--- src/asl_pkg.sv ---
// package: register map, field positions, reset values and shared helpers of the serial line block
package asl_pkg;
  // ----------------------------------------
  // register offsets
  // ----------------------------------------
  localparam logic [2:0] ASL_OFS_DATA = 3'h0;  // receive/transmit byte or divisor low
  localparam logic [2:0] ASL_OFS_IEN = 3'h1;   // interrupt enable or divisor high
  localparam logic [2:0] ASL_OFS_IID = 3'h2;
  localparam logic [2:0] ASL_OFS_LFC = 3'h3;   // line_format_ctrl
  localparam logic [2:0] ASL_OFS_HSC = 3'h4;   // handshake_ctrl
  localparam logic [2:0] ASL_OFS_LST = 3'h5;   // line_status
  localparam logic [2:0] ASL_OFS_HST = 3'h6;   // handshake_status
  localparam logic [2:0] ASL_OFS_SPR = 3'h7;   // spare_byte
  // ----------------------------------------
  // field positions
  // ----------------------------------------
  localparam int ASL_LF_STB = 2;
  localparam int ASL_LF_PEN = 3;
  localparam int ASL_LF_EPS = 4;
  localparam int ASL_LF_STICK = 5;
  localparam int ASL_LF_BRK = 6;
  localparam int ASL_LF_DIVSEL = 7;
  localparam int ASL_HC_DTR = 0;
  localparam int ASL_HC_RTS = 1;
  localparam int ASL_HC_AUX = 2;
  localparam int ASL_HC_IRQG = 3;
  localparam int ASL_HC_LOOP = 4;
  // ----------------------------------------
  // reset values, interrupt codes and timing
  // ----------------------------------------
  localparam logic [7:0] ASL_RST_BYTE = 8'h00;
  localparam logic [3:0] ASL_IID_NONE = 4'h1;
  localparam logic [3:0] ASL_IID_RLS = 4'h6;
  localparam logic [3:0] ASL_IID_RDA = 4'h4;
  localparam logic [3:0] ASL_IID_THRE = 4'h2;
  localparam logic [3:0] ASL_IID_HS = 4'h0;
  localparam int ASL_OVS = 16;  // baud ticks per bit
  localparam logic [5:0] ASL_STOP1 = 6'h10;
  localparam logic [5:0] ASL_STOP15 = 6'h18;
  localparam logic [5:0] ASL_STOP2 = 6'h20;
  // parity of the used data bits; fixed parity sends the inverse of even-select
  function automatic logic asl_parity(input logic [7:0] d, input logic [1:0] wlen,
                                      input logic eps, input logic stick);
    logic [7:0] mask;
    mask = 8'hff >> (2'h3 - wlen);
    asl_parity = stick ? ~eps : ((^(d & mask)) ^ ~eps);
  endfunction
endpackage

--- src/asl_line_ctrl.sv ---
// module: serial line controller top with register port, receiver, handshake and status logic
//
// Summary of operation
// RL1 - divisor-access bit redirects offsets 0 and 1
// RL2 - force-spacing bit holds serial output low
// RL3 - fixed parity sends inverse of even-select
// RL4 - even-select picks even or odd ones count
// RL5 - parity bit sits between data and stop
// RL6 - stop length one, one and a half, or two bits
// RL7 - length field selects five to eight bits
// RL8 - self-loop reroutes serial and handshake lines
// RL9 - self-loop handshake interrupts come from control bits
// RL10 - interrupt-gate bit enables the interrupt output
// RL11 - terminal-ready and send-request outputs are inverted
// RL12 - queue error flag reads zero without queue
// RL13 - idle flag when holding and shift empty
// RL14 - holding-free sets on transfer, clears on write
// RL15 - long low line flags break, waits half bit
// RL16 - bad stop bit flags error, resynchronises
// RL17 - parity mismatch flag, cleared on status read
// RL18 - overwriting unread character flags overflow
// RL19 - data-ready sets on receive, clears on read
// RL20 - error flags raise line status interrupt
// RL21 - upper handshake bits show inverted inputs
// RL22 - lower handshake bits flag input changes
// RL23 - handshake status read clears change bits
// RL24 - spare byte stores and returns any value
`timescale 1ns/1ps
module asl_line_ctrl (
  input wire logic i_sys_clk,
  input wire logic i_reset_n,
  input wire logic [2:0] i_addr,
  input wire logic i_wr,
  input wire logic i_rd,
  input wire logic [7:0] i_wdata,
  output logic [7:0] o_rdata,
  input wire logic i_rxd,
  output logic o_txd,
  input wire logic i_cts_n,
  input wire logic i_dsr_n,
  input wire logic i_ri_n,
  input wire logic i_dcd_n,
  output logic o_dtr_n,
  output logic o_rts_n,
  output logic o_irq,
  output logic o_irq_oe
);
  import asl_pkg::*;
  typedef enum logic [2:0] {RX_IDLE, RX_START, RX_DATA, RX_PAR, RX_STOP, RX_BRK} asl_rx_e;

  logic [7:0] lfc_q, spare_q, dll_q, dlm_q, txh_q, rbr_q;
  logic [4:0] hsc_q;
  logic [3:0] ier_q, hs_cur_q, hs_delta_q, hs_now;
  logic [4:0] sync1_q, sync2_q;
  logic [15:0] baud_cnt_q;
  logic tick_q, thre_q, thre_int_q, dr_q, oe_q, pe_q, fe_q, bi_q;
  logic tx_ser, tx_busy, tx_start, loop, rx_in;
  logic wr_data, rd_data, rd_lst, rd_hsr, rd_iid;
  logic [3:0] iid;
  asl_rx_e rx_q;
  logic [3:0] rtick_q;
  logic [2:0] rbit_q;
  logic [7:0] rsh_q, rdat;
  logic rzero_q, rpe_q, rx_done_q, rx_brk_q, rx_fe_q;

  // ----------------------------------------
  // register port decode
  // ----------------------------------------
  assign loop = hsc_q[ASL_HC_LOOP];
  assign wr_data = i_wr && (i_addr == ASL_OFS_DATA) && !lfc_q[ASL_LF_DIVSEL];  // see RL1
  assign rd_data = i_rd && (i_addr == ASL_OFS_DATA) && !lfc_q[ASL_LF_DIVSEL];  // see RL1
  assign rd_lst = i_rd && (i_addr == ASL_OFS_LST);
  assign rd_hsr = i_rd && (i_addr == ASL_OFS_HST);
  assign rd_iid = i_rd && (i_addr == ASL_OFS_IID);

  // software-written control registers; reserved bits are not stored
  always_ff @(posedge i_sys_clk or negedge i_reset_n) begin
    if (!i_reset_n) begin
      lfc_q <= ASL_RST_BYTE;
      hsc_q <= 5'h0;
      ier_q <= 4'h0;
      dll_q <= ASL_RST_BYTE;
      dlm_q <= ASL_RST_BYTE;
      spare_q <= ASL_RST_BYTE;
      txh_q <= ASL_RST_BYTE;
    end else if (i_wr) begin
      case (i_addr)
        ASL_OFS_DATA: begin
          if (lfc_q[ASL_LF_DIVSEL]) begin
            dll_q <= i_wdata;  // see RL1
          end else begin
            txh_q <= i_wdata;
          end
        end
        ASL_OFS_IEN: begin
          if (lfc_q[ASL_LF_DIVSEL]) begin
            dlm_q <= i_wdata;  // see RL1
          end else begin
            ier_q <= i_wdata[3:0];
          end
        end
        ASL_OFS_LFC: lfc_q <= i_wdata;
        ASL_OFS_HSC: hsc_q <= i_wdata[4:0];
        ASL_OFS_SPR: spare_q <= i_wdata;  // see RL24
        default: ;
      endcase
    end
  end

  // ----------------------------------------
  // baud tick and pin synchronisers
  // ----------------------------------------
  // divisor 0 stops the ticks, so the line is quiet until software programs a rate
  always_ff @(posedge i_sys_clk or negedge i_reset_n) begin
    if (!i_reset_n) begin
      baud_cnt_q <= 16'h0;
      tick_q <= 1'b0;
    end else if ({dlm_q, dll_q} == 16'h0 || baud_cnt_q >= {dlm_q, dll_q} - 16'h1) begin
      baud_cnt_q <= 16'h0;
      tick_q <= ({dlm_q, dll_q} != 16'h0);
    end else begin
      baud_cnt_q <= baud_cnt_q + 16'h1;
      tick_q <= 1'b0;
    end
  end

  // pins are asynchronous: two flops before any use
  always_ff @(posedge i_sys_clk or negedge i_reset_n) begin
    if (!i_reset_n) begin
      sync1_q <= 5'h1f;
      sync2_q <= 5'h1f;
    end else begin
      sync1_q <= {i_rxd, i_dcd_n, i_ri_n, i_dsr_n, i_cts_n};
      sync2_q <= sync1_q;
    end
  end

  // ----------------------------------------
  // transmitter
  // ----------------------------------------
  assign tx_start = !thre_q && !tx_busy;

  asl_tx_engine u_tx (
    .i_sys_clk(i_sys_clk),
    .i_reset_n(i_reset_n),
    .i_tick(tick_q),
    .i_start(tx_start),
    .i_data(txh_q),
    .i_wlen(lfc_q[1:0]),
    .i_pen(lfc_q[ASL_LF_PEN]),
    .i_eps(lfc_q[ASL_LF_EPS]),
    .i_stick(lfc_q[ASL_LF_STICK]),
    .i_stb(lfc_q[ASL_LF_STB]),
    .o_ser(tx_ser),
    .o_busy(tx_busy)
  );

  // holding-free flag; a write in the same cycle as a transfer wins and keeps thre_q clear
  always_ff @(posedge i_sys_clk or negedge i_reset_n) begin
    if (!i_reset_n) begin
      thre_q <= 1'b1;
      thre_int_q <= 1'b0;
    end else begin
      if (wr_data) begin
        thre_q <= 1'b0;  // see RL14
      end else if (tx_start) begin
        thre_q <= 1'b1;  // see RL14
      end
      if (tx_start) begin
        thre_int_q <= 1'b1;  // set wins over the clears below
      end else if (wr_data || (rd_iid && iid == ASL_IID_THRE)) begin
        thre_int_q <= 1'b0;
      end
    end
  end

  // serial output: break beats loop, loop holds mark
  always_ff @(posedge i_sys_clk or negedge i_reset_n) begin
    if (!i_reset_n) begin
      o_txd <= 1'b1;
    end else if (lfc_q[ASL_LF_BRK]) begin
      o_txd <= 1'b0;  // see RL2
    end else begin
      o_txd <= loop | tx_ser;  // see RL8
    end
  end

  // ----------------------------------------
  // receiver
  // ----------------------------------------
  assign rx_in = loop ? tx_ser : sync2_q[4];  // see RL8
  assign rdat = rsh_q >> (2'h3 - lfc_q[1:0]);

  // mid-bit sampling at half of the oversample count
  always_ff @(posedge i_sys_clk or negedge i_reset_n) begin
    if (!i_reset_n) begin
      rx_q <= RX_IDLE;
      rtick_q <= 4'h0;
      rbit_q <= 3'h0;
      rsh_q <= 8'h0;
      rzero_q <= 1'b0;
      rpe_q <= 1'b0;
      rx_done_q <= 1'b0;
      rx_brk_q <= 1'b0;
      rx_fe_q <= 1'b0;
    end else begin
      rx_done_q <= 1'b0;
      case (rx_q)
        RX_IDLE: begin
          rtick_q <= 4'h0;
          if (!rx_in) begin
            rx_q <= RX_START;
          end
        end
        RX_START: begin
          if (tick_q) begin
            rtick_q <= rtick_q + 4'h1;
            if (rtick_q == 4'(ASL_OVS / 2 - 1)) begin
              rtick_q <= 4'h0;
              rbit_q <= 3'h0;
              rzero_q <= 1'b1;
              rpe_q <= 1'b0;
              rx_q <= rx_in ? RX_IDLE : RX_DATA;
            end
          end
        end
        RX_DATA, RX_PAR, RX_STOP: begin
          if (tick_q) begin
            rtick_q <= rtick_q + 4'h1;
            if (rtick_q == 4'(ASL_OVS - 1)) begin
              if (rx_q == RX_DATA) begin
                rsh_q <= {rx_in, rsh_q[7:1]};
                rzero_q <= rzero_q & ~rx_in;
                rbit_q <= rbit_q + 3'h1;
                if (rbit_q == {1'b1, lfc_q[1:0]}) begin  // see RL7
                  rx_q <= lfc_q[ASL_LF_PEN] ? RX_PAR : RX_STOP;  // see RL5
                end
              end else if (rx_q == RX_PAR) begin
                rzero_q <= rzero_q & ~rx_in;
                rpe_q <= rx_in ^ asl_parity(rdat, lfc_q[1:0], lfc_q[ASL_LF_EPS], lfc_q[ASL_LF_STICK]);  // see RL3 see RL4
                rx_q <= RX_STOP;
              end else begin
                // only the first stop bit is checked
                rx_done_q <= 1'b1;  // see RL6
                rx_brk_q <= rzero_q & ~rx_in;  // see RL15
                rx_fe_q <= ~rx_in & ~rzero_q;  // see RL16
                if (rzero_q && !rx_in) begin
                  rx_q <= RX_BRK;
                end else if (!rx_in) begin
                  rx_q <= RX_START;  // low stop taken as next start, see RL16
                end else begin
                  rx_q <= RX_IDLE;
                end
              end
            end
          end
        end
        RX_BRK: begin
          // restart only after the line is high for half a bit
          if (tick_q) begin
            rtick_q <= rx_in ? rtick_q + 4'h1 : 4'h0;
            if (rx_in && rtick_q == 4'(ASL_OVS / 2 - 1)) begin
              rx_q <= RX_IDLE;  // see RL15
            end
          end
        end
        default: rx_q <= RX_IDLE;
      endcase
    end
  end

  // receive buffer and line flags; hardware set wins over a read clear
  always_ff @(posedge i_sys_clk or negedge i_reset_n) begin
    if (!i_reset_n) begin
      rbr_q <= ASL_RST_BYTE;
      dr_q <= 1'b0;
      oe_q <= 1'b0;
      pe_q <= 1'b0;
      fe_q <= 1'b0;
      bi_q <= 1'b0;
    end else begin
      if (rx_done_q) begin
        rbr_q <= rx_brk_q ? 8'h00 : rdat;  // a break leaves one zero character
        dr_q <= 1'b1;  // see RL19
      end else if (rd_data) begin
        dr_q <= 1'b0;  // see RL19
      end
      if (rx_done_q && dr_q && !rd_data) begin
        oe_q <= 1'b1;  // see RL18
      end else if (rd_lst) begin
        oe_q <= 1'b0;
      end
      if (rx_done_q && rpe_q) begin
        pe_q <= 1'b1;  // see RL17
      end else if (rd_lst) begin
        pe_q <= 1'b0;
      end
      if (rx_done_q && rx_fe_q) begin
        fe_q <= 1'b1;  // see RL16
      end else if (rd_lst) begin
        fe_q <= 1'b0;
      end
      if (rx_done_q && rx_brk_q) begin
        bi_q <= 1'b1;  // see RL15
      end else if (rd_lst) begin
        bi_q <= 1'b0;
      end
    end
  end

  // ----------------------------------------
  // handshake lines
  // ----------------------------------------
  // status order is carrier, ring, set-ready, clear-to-send
  assign hs_now = loop ? {hsc_q[ASL_HC_IRQG], hsc_q[ASL_HC_AUX], hsc_q[ASL_HC_DTR], hsc_q[ASL_HC_RTS]}  // see RL9
                       : ~sync2_q[3:0];  // see RL21

  always_ff @(posedge i_sys_clk or negedge i_reset_n) begin
    if (!i_reset_n) begin
      hs_cur_q <= 4'h0;
      hs_delta_q <= 4'h0;
    end else begin
      hs_cur_q <= hs_now;
      for (int k = 0; k < 4; k++) begin
        if (k == 2 ? (hs_cur_q[k] && !hs_now[k]) : (hs_cur_q[k] != hs_now[k])) begin
          hs_delta_q[k] <= 1'b1;  // see RL22
        end else if (rd_hsr) begin
          hs_delta_q[k] <= 1'b0;  // see RL23
        end
      end
    end
  end

  // handshake outputs inverted, held inactive in self-loop
  always_ff @(posedge i_sys_clk or negedge i_reset_n) begin
    if (!i_reset_n) begin
      o_dtr_n <= 1'b1;
      o_rts_n <= 1'b1;
    end else begin
      o_dtr_n <= loop | ~hsc_q[ASL_HC_DTR];  // see RL8 see RL11
      o_rts_n <= loop | ~hsc_q[ASL_HC_RTS];  // see RL8 see RL11
    end
  end

  // ----------------------------------------
  // interrupt output and read mux
  // ----------------------------------------
  // fixed priority: line status, data, holding-free, handshake
  always_comb begin
    if (ier_q[2] && (oe_q || pe_q || fe_q || bi_q)) begin
      iid = ASL_IID_RLS;  // see RL20
    end else if (ier_q[0] && dr_q) begin
      iid = ASL_IID_RDA;
    end else if (ier_q[1] && thre_int_q) begin
      iid = ASL_IID_THRE;  // see RL14
    end else if (ier_q[3] && (|hs_delta_q)) begin
      iid = ASL_IID_HS;  // see RL9 see RL22
    end else begin
      iid = ASL_IID_NONE;
    end
  end

  always_ff @(posedge i_sys_clk or negedge i_reset_n) begin
    if (!i_reset_n) begin
      o_irq <= 1'b0;
      o_irq_oe <= 1'b0;
    end else begin
      o_irq <= (iid != ASL_IID_NONE);
      o_irq_oe <= hsc_q[ASL_HC_IRQG];  // see RL10
    end
  end

  // read data registered one cycle after the strobe
  always_ff @(posedge i_sys_clk or negedge i_reset_n) begin
    if (!i_reset_n) begin
      o_rdata <= ASL_RST_BYTE;
    end else if (i_rd) begin
      case (i_addr)
        ASL_OFS_DATA: o_rdata <= lfc_q[ASL_LF_DIVSEL] ? dll_q : rbr_q;  // see RL1
        ASL_OFS_IEN: o_rdata <= lfc_q[ASL_LF_DIVSEL] ? dlm_q : {4'h0, ier_q};  // see RL1
        ASL_OFS_IID: o_rdata <= {4'h0, iid};
        ASL_OFS_LFC: o_rdata <= lfc_q;
        ASL_OFS_HSC: o_rdata <= {3'h0, hsc_q};
        ASL_OFS_LST: o_rdata <= {1'b0, thre_q & ~tx_busy, thre_q, bi_q, fe_q, pe_q, oe_q, dr_q};  // see RL12 see RL13
        ASL_OFS_HST: o_rdata <= {hs_cur_q, hs_delta_q};  // see RL21
        default: o_rdata <= spare_q;  // see RL24
      endcase
    end
  end
endmodule // asl_line_ctrl

--- src/asl_tx_engine.sv ---
// module: transmit shift engine producing one serial frame per start request
`timescale 1ns/1ps
module asl_tx_engine (
  input wire logic i_sys_clk,
  input wire logic i_reset_n,
  input wire logic i_tick,
  input wire logic i_start,
  input wire logic [7:0] i_data,
  input wire logic [1:0] i_wlen,
  input wire logic i_pen,
  input wire logic i_eps,
  input wire logic i_stick,
  input wire logic i_stb,
  output logic o_ser,
  output logic o_busy
);
  import asl_pkg::*;
  typedef enum logic [2:0] {TX_IDLE, TX_START, TX_DATA, TX_PAR, TX_STOP} asl_tx_e;
  asl_tx_e st_q;
  logic [5:0] tick_q;
  logic [2:0] bit_q;
  logic [7:0] sh_q;
  logic par_q;
  logic [5:0] last;

  // stop length in ticks: half extra bit only for 5-bit characters
  always_comb begin
    if (st_q != TX_STOP) begin
      last = 6'(ASL_OVS - 1);
    end else if (!i_stb) begin
      last = ASL_STOP1 - 6'h1;  // see RL6
    end else if (i_wlen == 2'h0) begin
      last = ASL_STOP15 - 6'h1;  // see RL6
    end else begin
      last = ASL_STOP2 - 6'h1;  // see RL6
    end
  end

  // serial level per state, parity between last data bit and stop
  always_comb begin
    case (st_q)
      TX_START: o_ser = 1'b0;
      TX_DATA: o_ser = sh_q[0];
      TX_PAR: o_ser = par_q;  // see RL5
      default: o_ser = 1'b1;
    endcase
  end
  assign o_busy = (st_q != TX_IDLE);

  // frame sequencer; start taken only while idle
  always_ff @(posedge i_sys_clk or negedge i_reset_n) begin
    if (!i_reset_n) begin
      st_q <= TX_IDLE;
      tick_q <= 6'h0;
      bit_q <= 3'h0;
      sh_q <= 8'h0;
      par_q <= 1'b0;
    end else if (st_q == TX_IDLE) begin
      if (i_start) begin
        st_q <= TX_START;
        sh_q <= i_data;
        par_q <= asl_parity(i_data, i_wlen, i_eps, i_stick);  // see RL3 see RL4
        tick_q <= 6'h0;
        bit_q <= 3'h0;
      end
    end else if (i_tick) begin
      if (tick_q != last) begin
        tick_q <= tick_q + 6'h1;
      end else begin
        tick_q <= 6'h0;
        case (st_q)
          TX_START: st_q <= TX_DATA;
          TX_DATA: begin
            sh_q <= sh_q >> 1;
            if (bit_q == {1'b1, i_wlen}) begin  // 5..8 data bits, see RL7
              st_q <= i_pen ? TX_PAR : TX_STOP;  // see RL5
            end else begin
              bit_q <= bit_q + 3'h1;
            end
          end
          TX_PAR: st_q <= TX_STOP;
          default: st_q <= TX_IDLE;
        endcase
      end
    end
  end
endmodule // asl_tx_engine

--- config.mk ---
export PLATFORM = sky130hd
export DESIGN_NAME = asl_line_ctrl
export DESIGN_NICKNAME = d
export VERILOG_FILES = /design/src/asl_pkg.sv /design/src/asl_line_ctrl.sv /design/src/asl_tx_engine.sv
export SDC_FILE = /design/constraint.sdc
export NUM_CORES = 1
export LEC_CHECK = 0
export ABC_AREA = 1
export BUFFER_PORTS_ARGS = -buffer_cell sky130_fd_sc_hd__buf_2
export CAP_MARGIN = 40
export CORE_MARGIN = 4
export CORE_UTILIZATION = 58
export CTS_CLUSTER_SIZE = 30
export DETAILED_ROUTE_END_ITERATION = 8
export HOLD_SLACK_MARGIN = 0.06
export PLACE_DENSITY_LB_ADDON = 0.3
export SKIP_LAST_GASP = 1
export SLEW_MARGIN = 15
export SYNTH_ARGS = -nofsm -noshare
export SYNTH_HDL_FRONTEND = slang
export SYNTH_SLANG_ARGS = --single-unit
--- constraint.sdc ---
create_clock -name i_sys_clk -period 3.9 [get_ports i_sys_clk]
set_clock_uncertainty 0.15 [all_clocks]
set_input_delay 0.78 -clock i_sys_clk [delete_from_list [all_inputs] [get_ports i_sys_clk]]
set_output_delay 0.78 -clock i_sys_clk [all_outputs]
set_load 0.02 [all_outputs]
==> reports/results.tsv <==
stage	metric	value	unit
place	place.gp.congestion	0.8989	
die	die_w	127.7	µm
drt	first_pass_iters	5	
setup_path	regToRegSetupSlack	0.60	ns
clocking	htree_levels	4	
place	dp_cells	1249	
setup_path	cp.required	4.05	ns
setup_path	reg2reg_from	dll_q[2]$_DFFE_PN0P_	
setup_path	critPathMaxStageDelay	0.43	ns
global_routing	grt_usage	0.2539	
die	die_y	127.7	µm
global_routing	grt_start_max_net_pins	70	
sta	finalCriticalPeriod	3.298	ns
synth	netlist_top_cells_area	dfrtp_1 (43%), nand2_1 (14%), o21ai_0 (6.7%)	
setup_path	crit_end	baud_cnt_q[4]$_DFF_PN0_	
setup_path	critPathLaunch	dll_q[2]$_DFFE_PN0P_	
global_routing	grt.met3_usage	0.04750	
finish	synthToLayoutAreaGrowth	11.41	%
setup_path	crit_type	flop to flop	
global_routing	grt_pass1_wl	33170	µm
place	place_hpwl	14250	µm
setup_path	worst-endpoint-arrival	3.45	ns
global_routing	antenna_found_initial	0	
die	ios	33	
power_and_ir_drop	cellLeakagePower	0.004612	µW
synth	async_reset_ff_frac	1.000	
run_status	status	completed	
drt	viasPerCell	5.582	
die	core	0.01393	mm²
finish	drive_gt1_frac	0.1045	
sta	fmaxAchievable	303.2	MHz
global_routing	grt_util_met2	0.4193	
die	rows	43	
die	die_area	0.01632	mm²
flow_run	drv_cap	0	
synth	yosys_warnings	0	
power_and_ir_drop	vdd.ir_drop.worst	0.0003957	V
synth	yosysUniqueCellTypes	53	
setup_path	rr_worst_depth	17	
synth	synth_commonest_cells	nand2_1 (315), dfrtp_1 (142), inv_1 (117)	
synth	synth_edf_count	0	
synth	syn_area	0.008315	mm²
synth	synth_most_common_cell	nand2_1	
setup_path	crit_fanout	16	
setup_path	r2r-end	baud_cnt_q[4]$_DFF_PN0_	
synth	seq_area_frac_synth	0.4716	
global_routing	overflow	0	
setup_path	cpMaxStageDelayCell	dfrtp_1	
drt	via_count	7151	
drt	initialDrtViolationCount	702	
drt	ant_nets	0	
drt	drc	0	
die	start_util	0.5967	
clocking	post_cts_resized	0	
synth	synth_cells	1053	
clocking	cts_setup_buffers	0	
place	port_buffers	32	
power_and_ir_drop	pwr_density_cell	575.0	mW/mm²
synth	synthFlopType	dfrtp_1	
sta	rsz0062_at_grt	false	
setup_path	crit_chain	nor2_1, nand3_1, inv_1, nand3_1, nor4_1, nand3_1, xnor2_1, inv_1, ha_1, nand2_1, inv_1, nand3_1, nor3_1, nand3_1, nand4_1, buf_4, nor3b_1	
sta	hold_viol_final	0	
clocking	cts_inserted_buffers	17	
synth	yosys.area.top_type_share	0.4273	
setup_path	startpoint_type	flop	
clocking	cts_hold_buffers	0	
drt	routedWlPerCell	15.32	µm
clocking	clock-sinks	156	
finish	diodes	0	
clocking	clock_latency	0.42	ns
synth	synth_seq_cells	156	
setup_path	path_common_cell	nand3_1	
finish	nets	1131	
clocking	cts_max_path_buffers	2	
clocking	cts.reportedPaths.clkPinSlew	0.06	ns
sta	timing.slew.headroom	0.5431	
clocking	cts_root_buf	clkbuf_16	
synth	synth_top_area_cell	dfrtp_1	
sta	worstMarginPinSlew	0.6853	ns
sta	setup_viol	0	
setup_path	end_kind	flop	
clocking	cts_tree	yes	
min_path	hold_class	input port to async pin	
global_routing	top_usage_layer	met2	
synth	synth_nets	1096	
sta	tns	0	ns
global_routing	use_met1	0.3326	
global_routing	grt_pass1_vias	6794	
synth	avgSynthCellArea	7.897	µm²
sta	maxSlewViolCount	0	
drt	wl	19630	µm
sta	period_share	0.8456	
finish	final_cell_count_no_fill	1281	
## how the worst min path moves through the flow
stage                               startpoint                        to  cells past startpoint
final                                i_reset_n  baud_cnt_q[13]$_DFF_PN0_                      1
after detailed placement  sync1_q[2]$_DFF_PN1_      sync2_q[2]$_DFF_PN1_                      0
after global routing      sync1_q[3]$_DFF_PN1_      sync2_q[3]$_DFF_PN1_                      0
after CTS                 sync1_q[3]$_DFF_PN1_      sync2_q[3]$_DFF_PN1_                      0
after floorplan           sync1_q[0]$_DFF_PN1_      sync2_q[0]$_DFF_PN1_                      0
after global placement    sync1_q[3]$_DFF_PN1_      sync2_q[3]$_DFF_PN1_                      0
## routing by layer
metal	part of all wire	vias up
li1	-	3505
met2	0.48	225
met5	0	-
met1	0.44	3376
met3	0.056	45
met4	0.026	0
## sequential cells by signal (all words and copies together) (netlist names), 6 cells and up
signal,flops
baud_cnt_q,16
dll_q,8
dlm_q,8
lfc_q,8
o_rdata,8
rbr_q,8
rsh_q,8
spare_q,8
txh_q,8
u_tx.sh_q,8
u_tx.tick_q,6
## critical path, delay by kind of cell (launching register included)
| family | cells | cell delay [ns] |
|---|---|---|
| and+or+nand+nor | 11 | 1.72 |
| DFF | 1 | 0.43 |
| buffers and inverters | 4 | 0.43 |
| adders and majority gates | 1 | 0.28 |
| xor gates and xnor gates | 1 | 0.17 |
## logic make-up (layout without fill, tap and decap cells)
kind of cell | after synthesis | after routing | share of synthesized area
DFF | 156 | 156 | 0.4716
and+or+nand+nor | 507 | 507 | 0.2615
buffers and inverters | 145 | 193 | 0.06891
xor gates and xnor gates | 33 | 33 | 0.03476
AOI/OAI and AO/OA | 183 | 183 | 0.1213
muxes | 6 | 6 | 0.007373
adders and majority gates | 23 | 23 | 0.03461
## power breakdown
group          switching, µW  leakage, µW  internal (µW)  total [µW]
Clock                    697     0.000301           1040        1740
Combinational            930      0.00232            537        1470
Sequential               256      0.00200           1870        2120
## stage by stage
| stage | hold slack (ns) | util | power [µW] | setup slack, ns | instance area (µm²) |
|---|---|---|---|---|---|
| floorplan | 0.1952 | - | 3199 | 0.9875 | 8315 |
| global placement | 0.1961 | 0.6203 | 3545 | 0.8629 | 8643 |
| detailed placement | 0.1970 | 0.6203 | 3598 | 0.6792 | 8643 |
| CTS | 0.2057 | 0.6648 | 5341 | 0.6154 | 9264 |
| global route | 0.2058 | 0.6648 | 5682 | 0.2437 | 9264 |
| finish | 0.2031 | 0.6648 | 5326 | 0.6022 | 9264 |
## layout make-up
class,count,area [µm²]
clock buffer,18,439.2
clock inverter,14,181.4
fill,1172,4671
inverter,123,464.2
multi-input combinational,752,3821
sequential,156,3921
tap,180,225.2
timing repair buffer,38,211.5
## layout by cell type, fill, tap and decap left out, types with 4 or more instances in the layout
master	count
nand2_1	315
dfstp_2	14
nand2_2	4
buf_2	31
mux2i_1	5
nor3_1	13
ha_1	23
xor2_1	24
clkbuf_16	17
a21oi_1	28
o22ai_1	11
inv_1	117
o21ai_0	111
nor3b_1	5
nor2_1	66
or2_2	4
nor2_2	6
o21ai_1	8
xnor2_1	9
buf_4	6
dfrtp_1	142
nand3_1	69
nand4_1	10
Note: power is estimated with default switching activity, not from simulation.
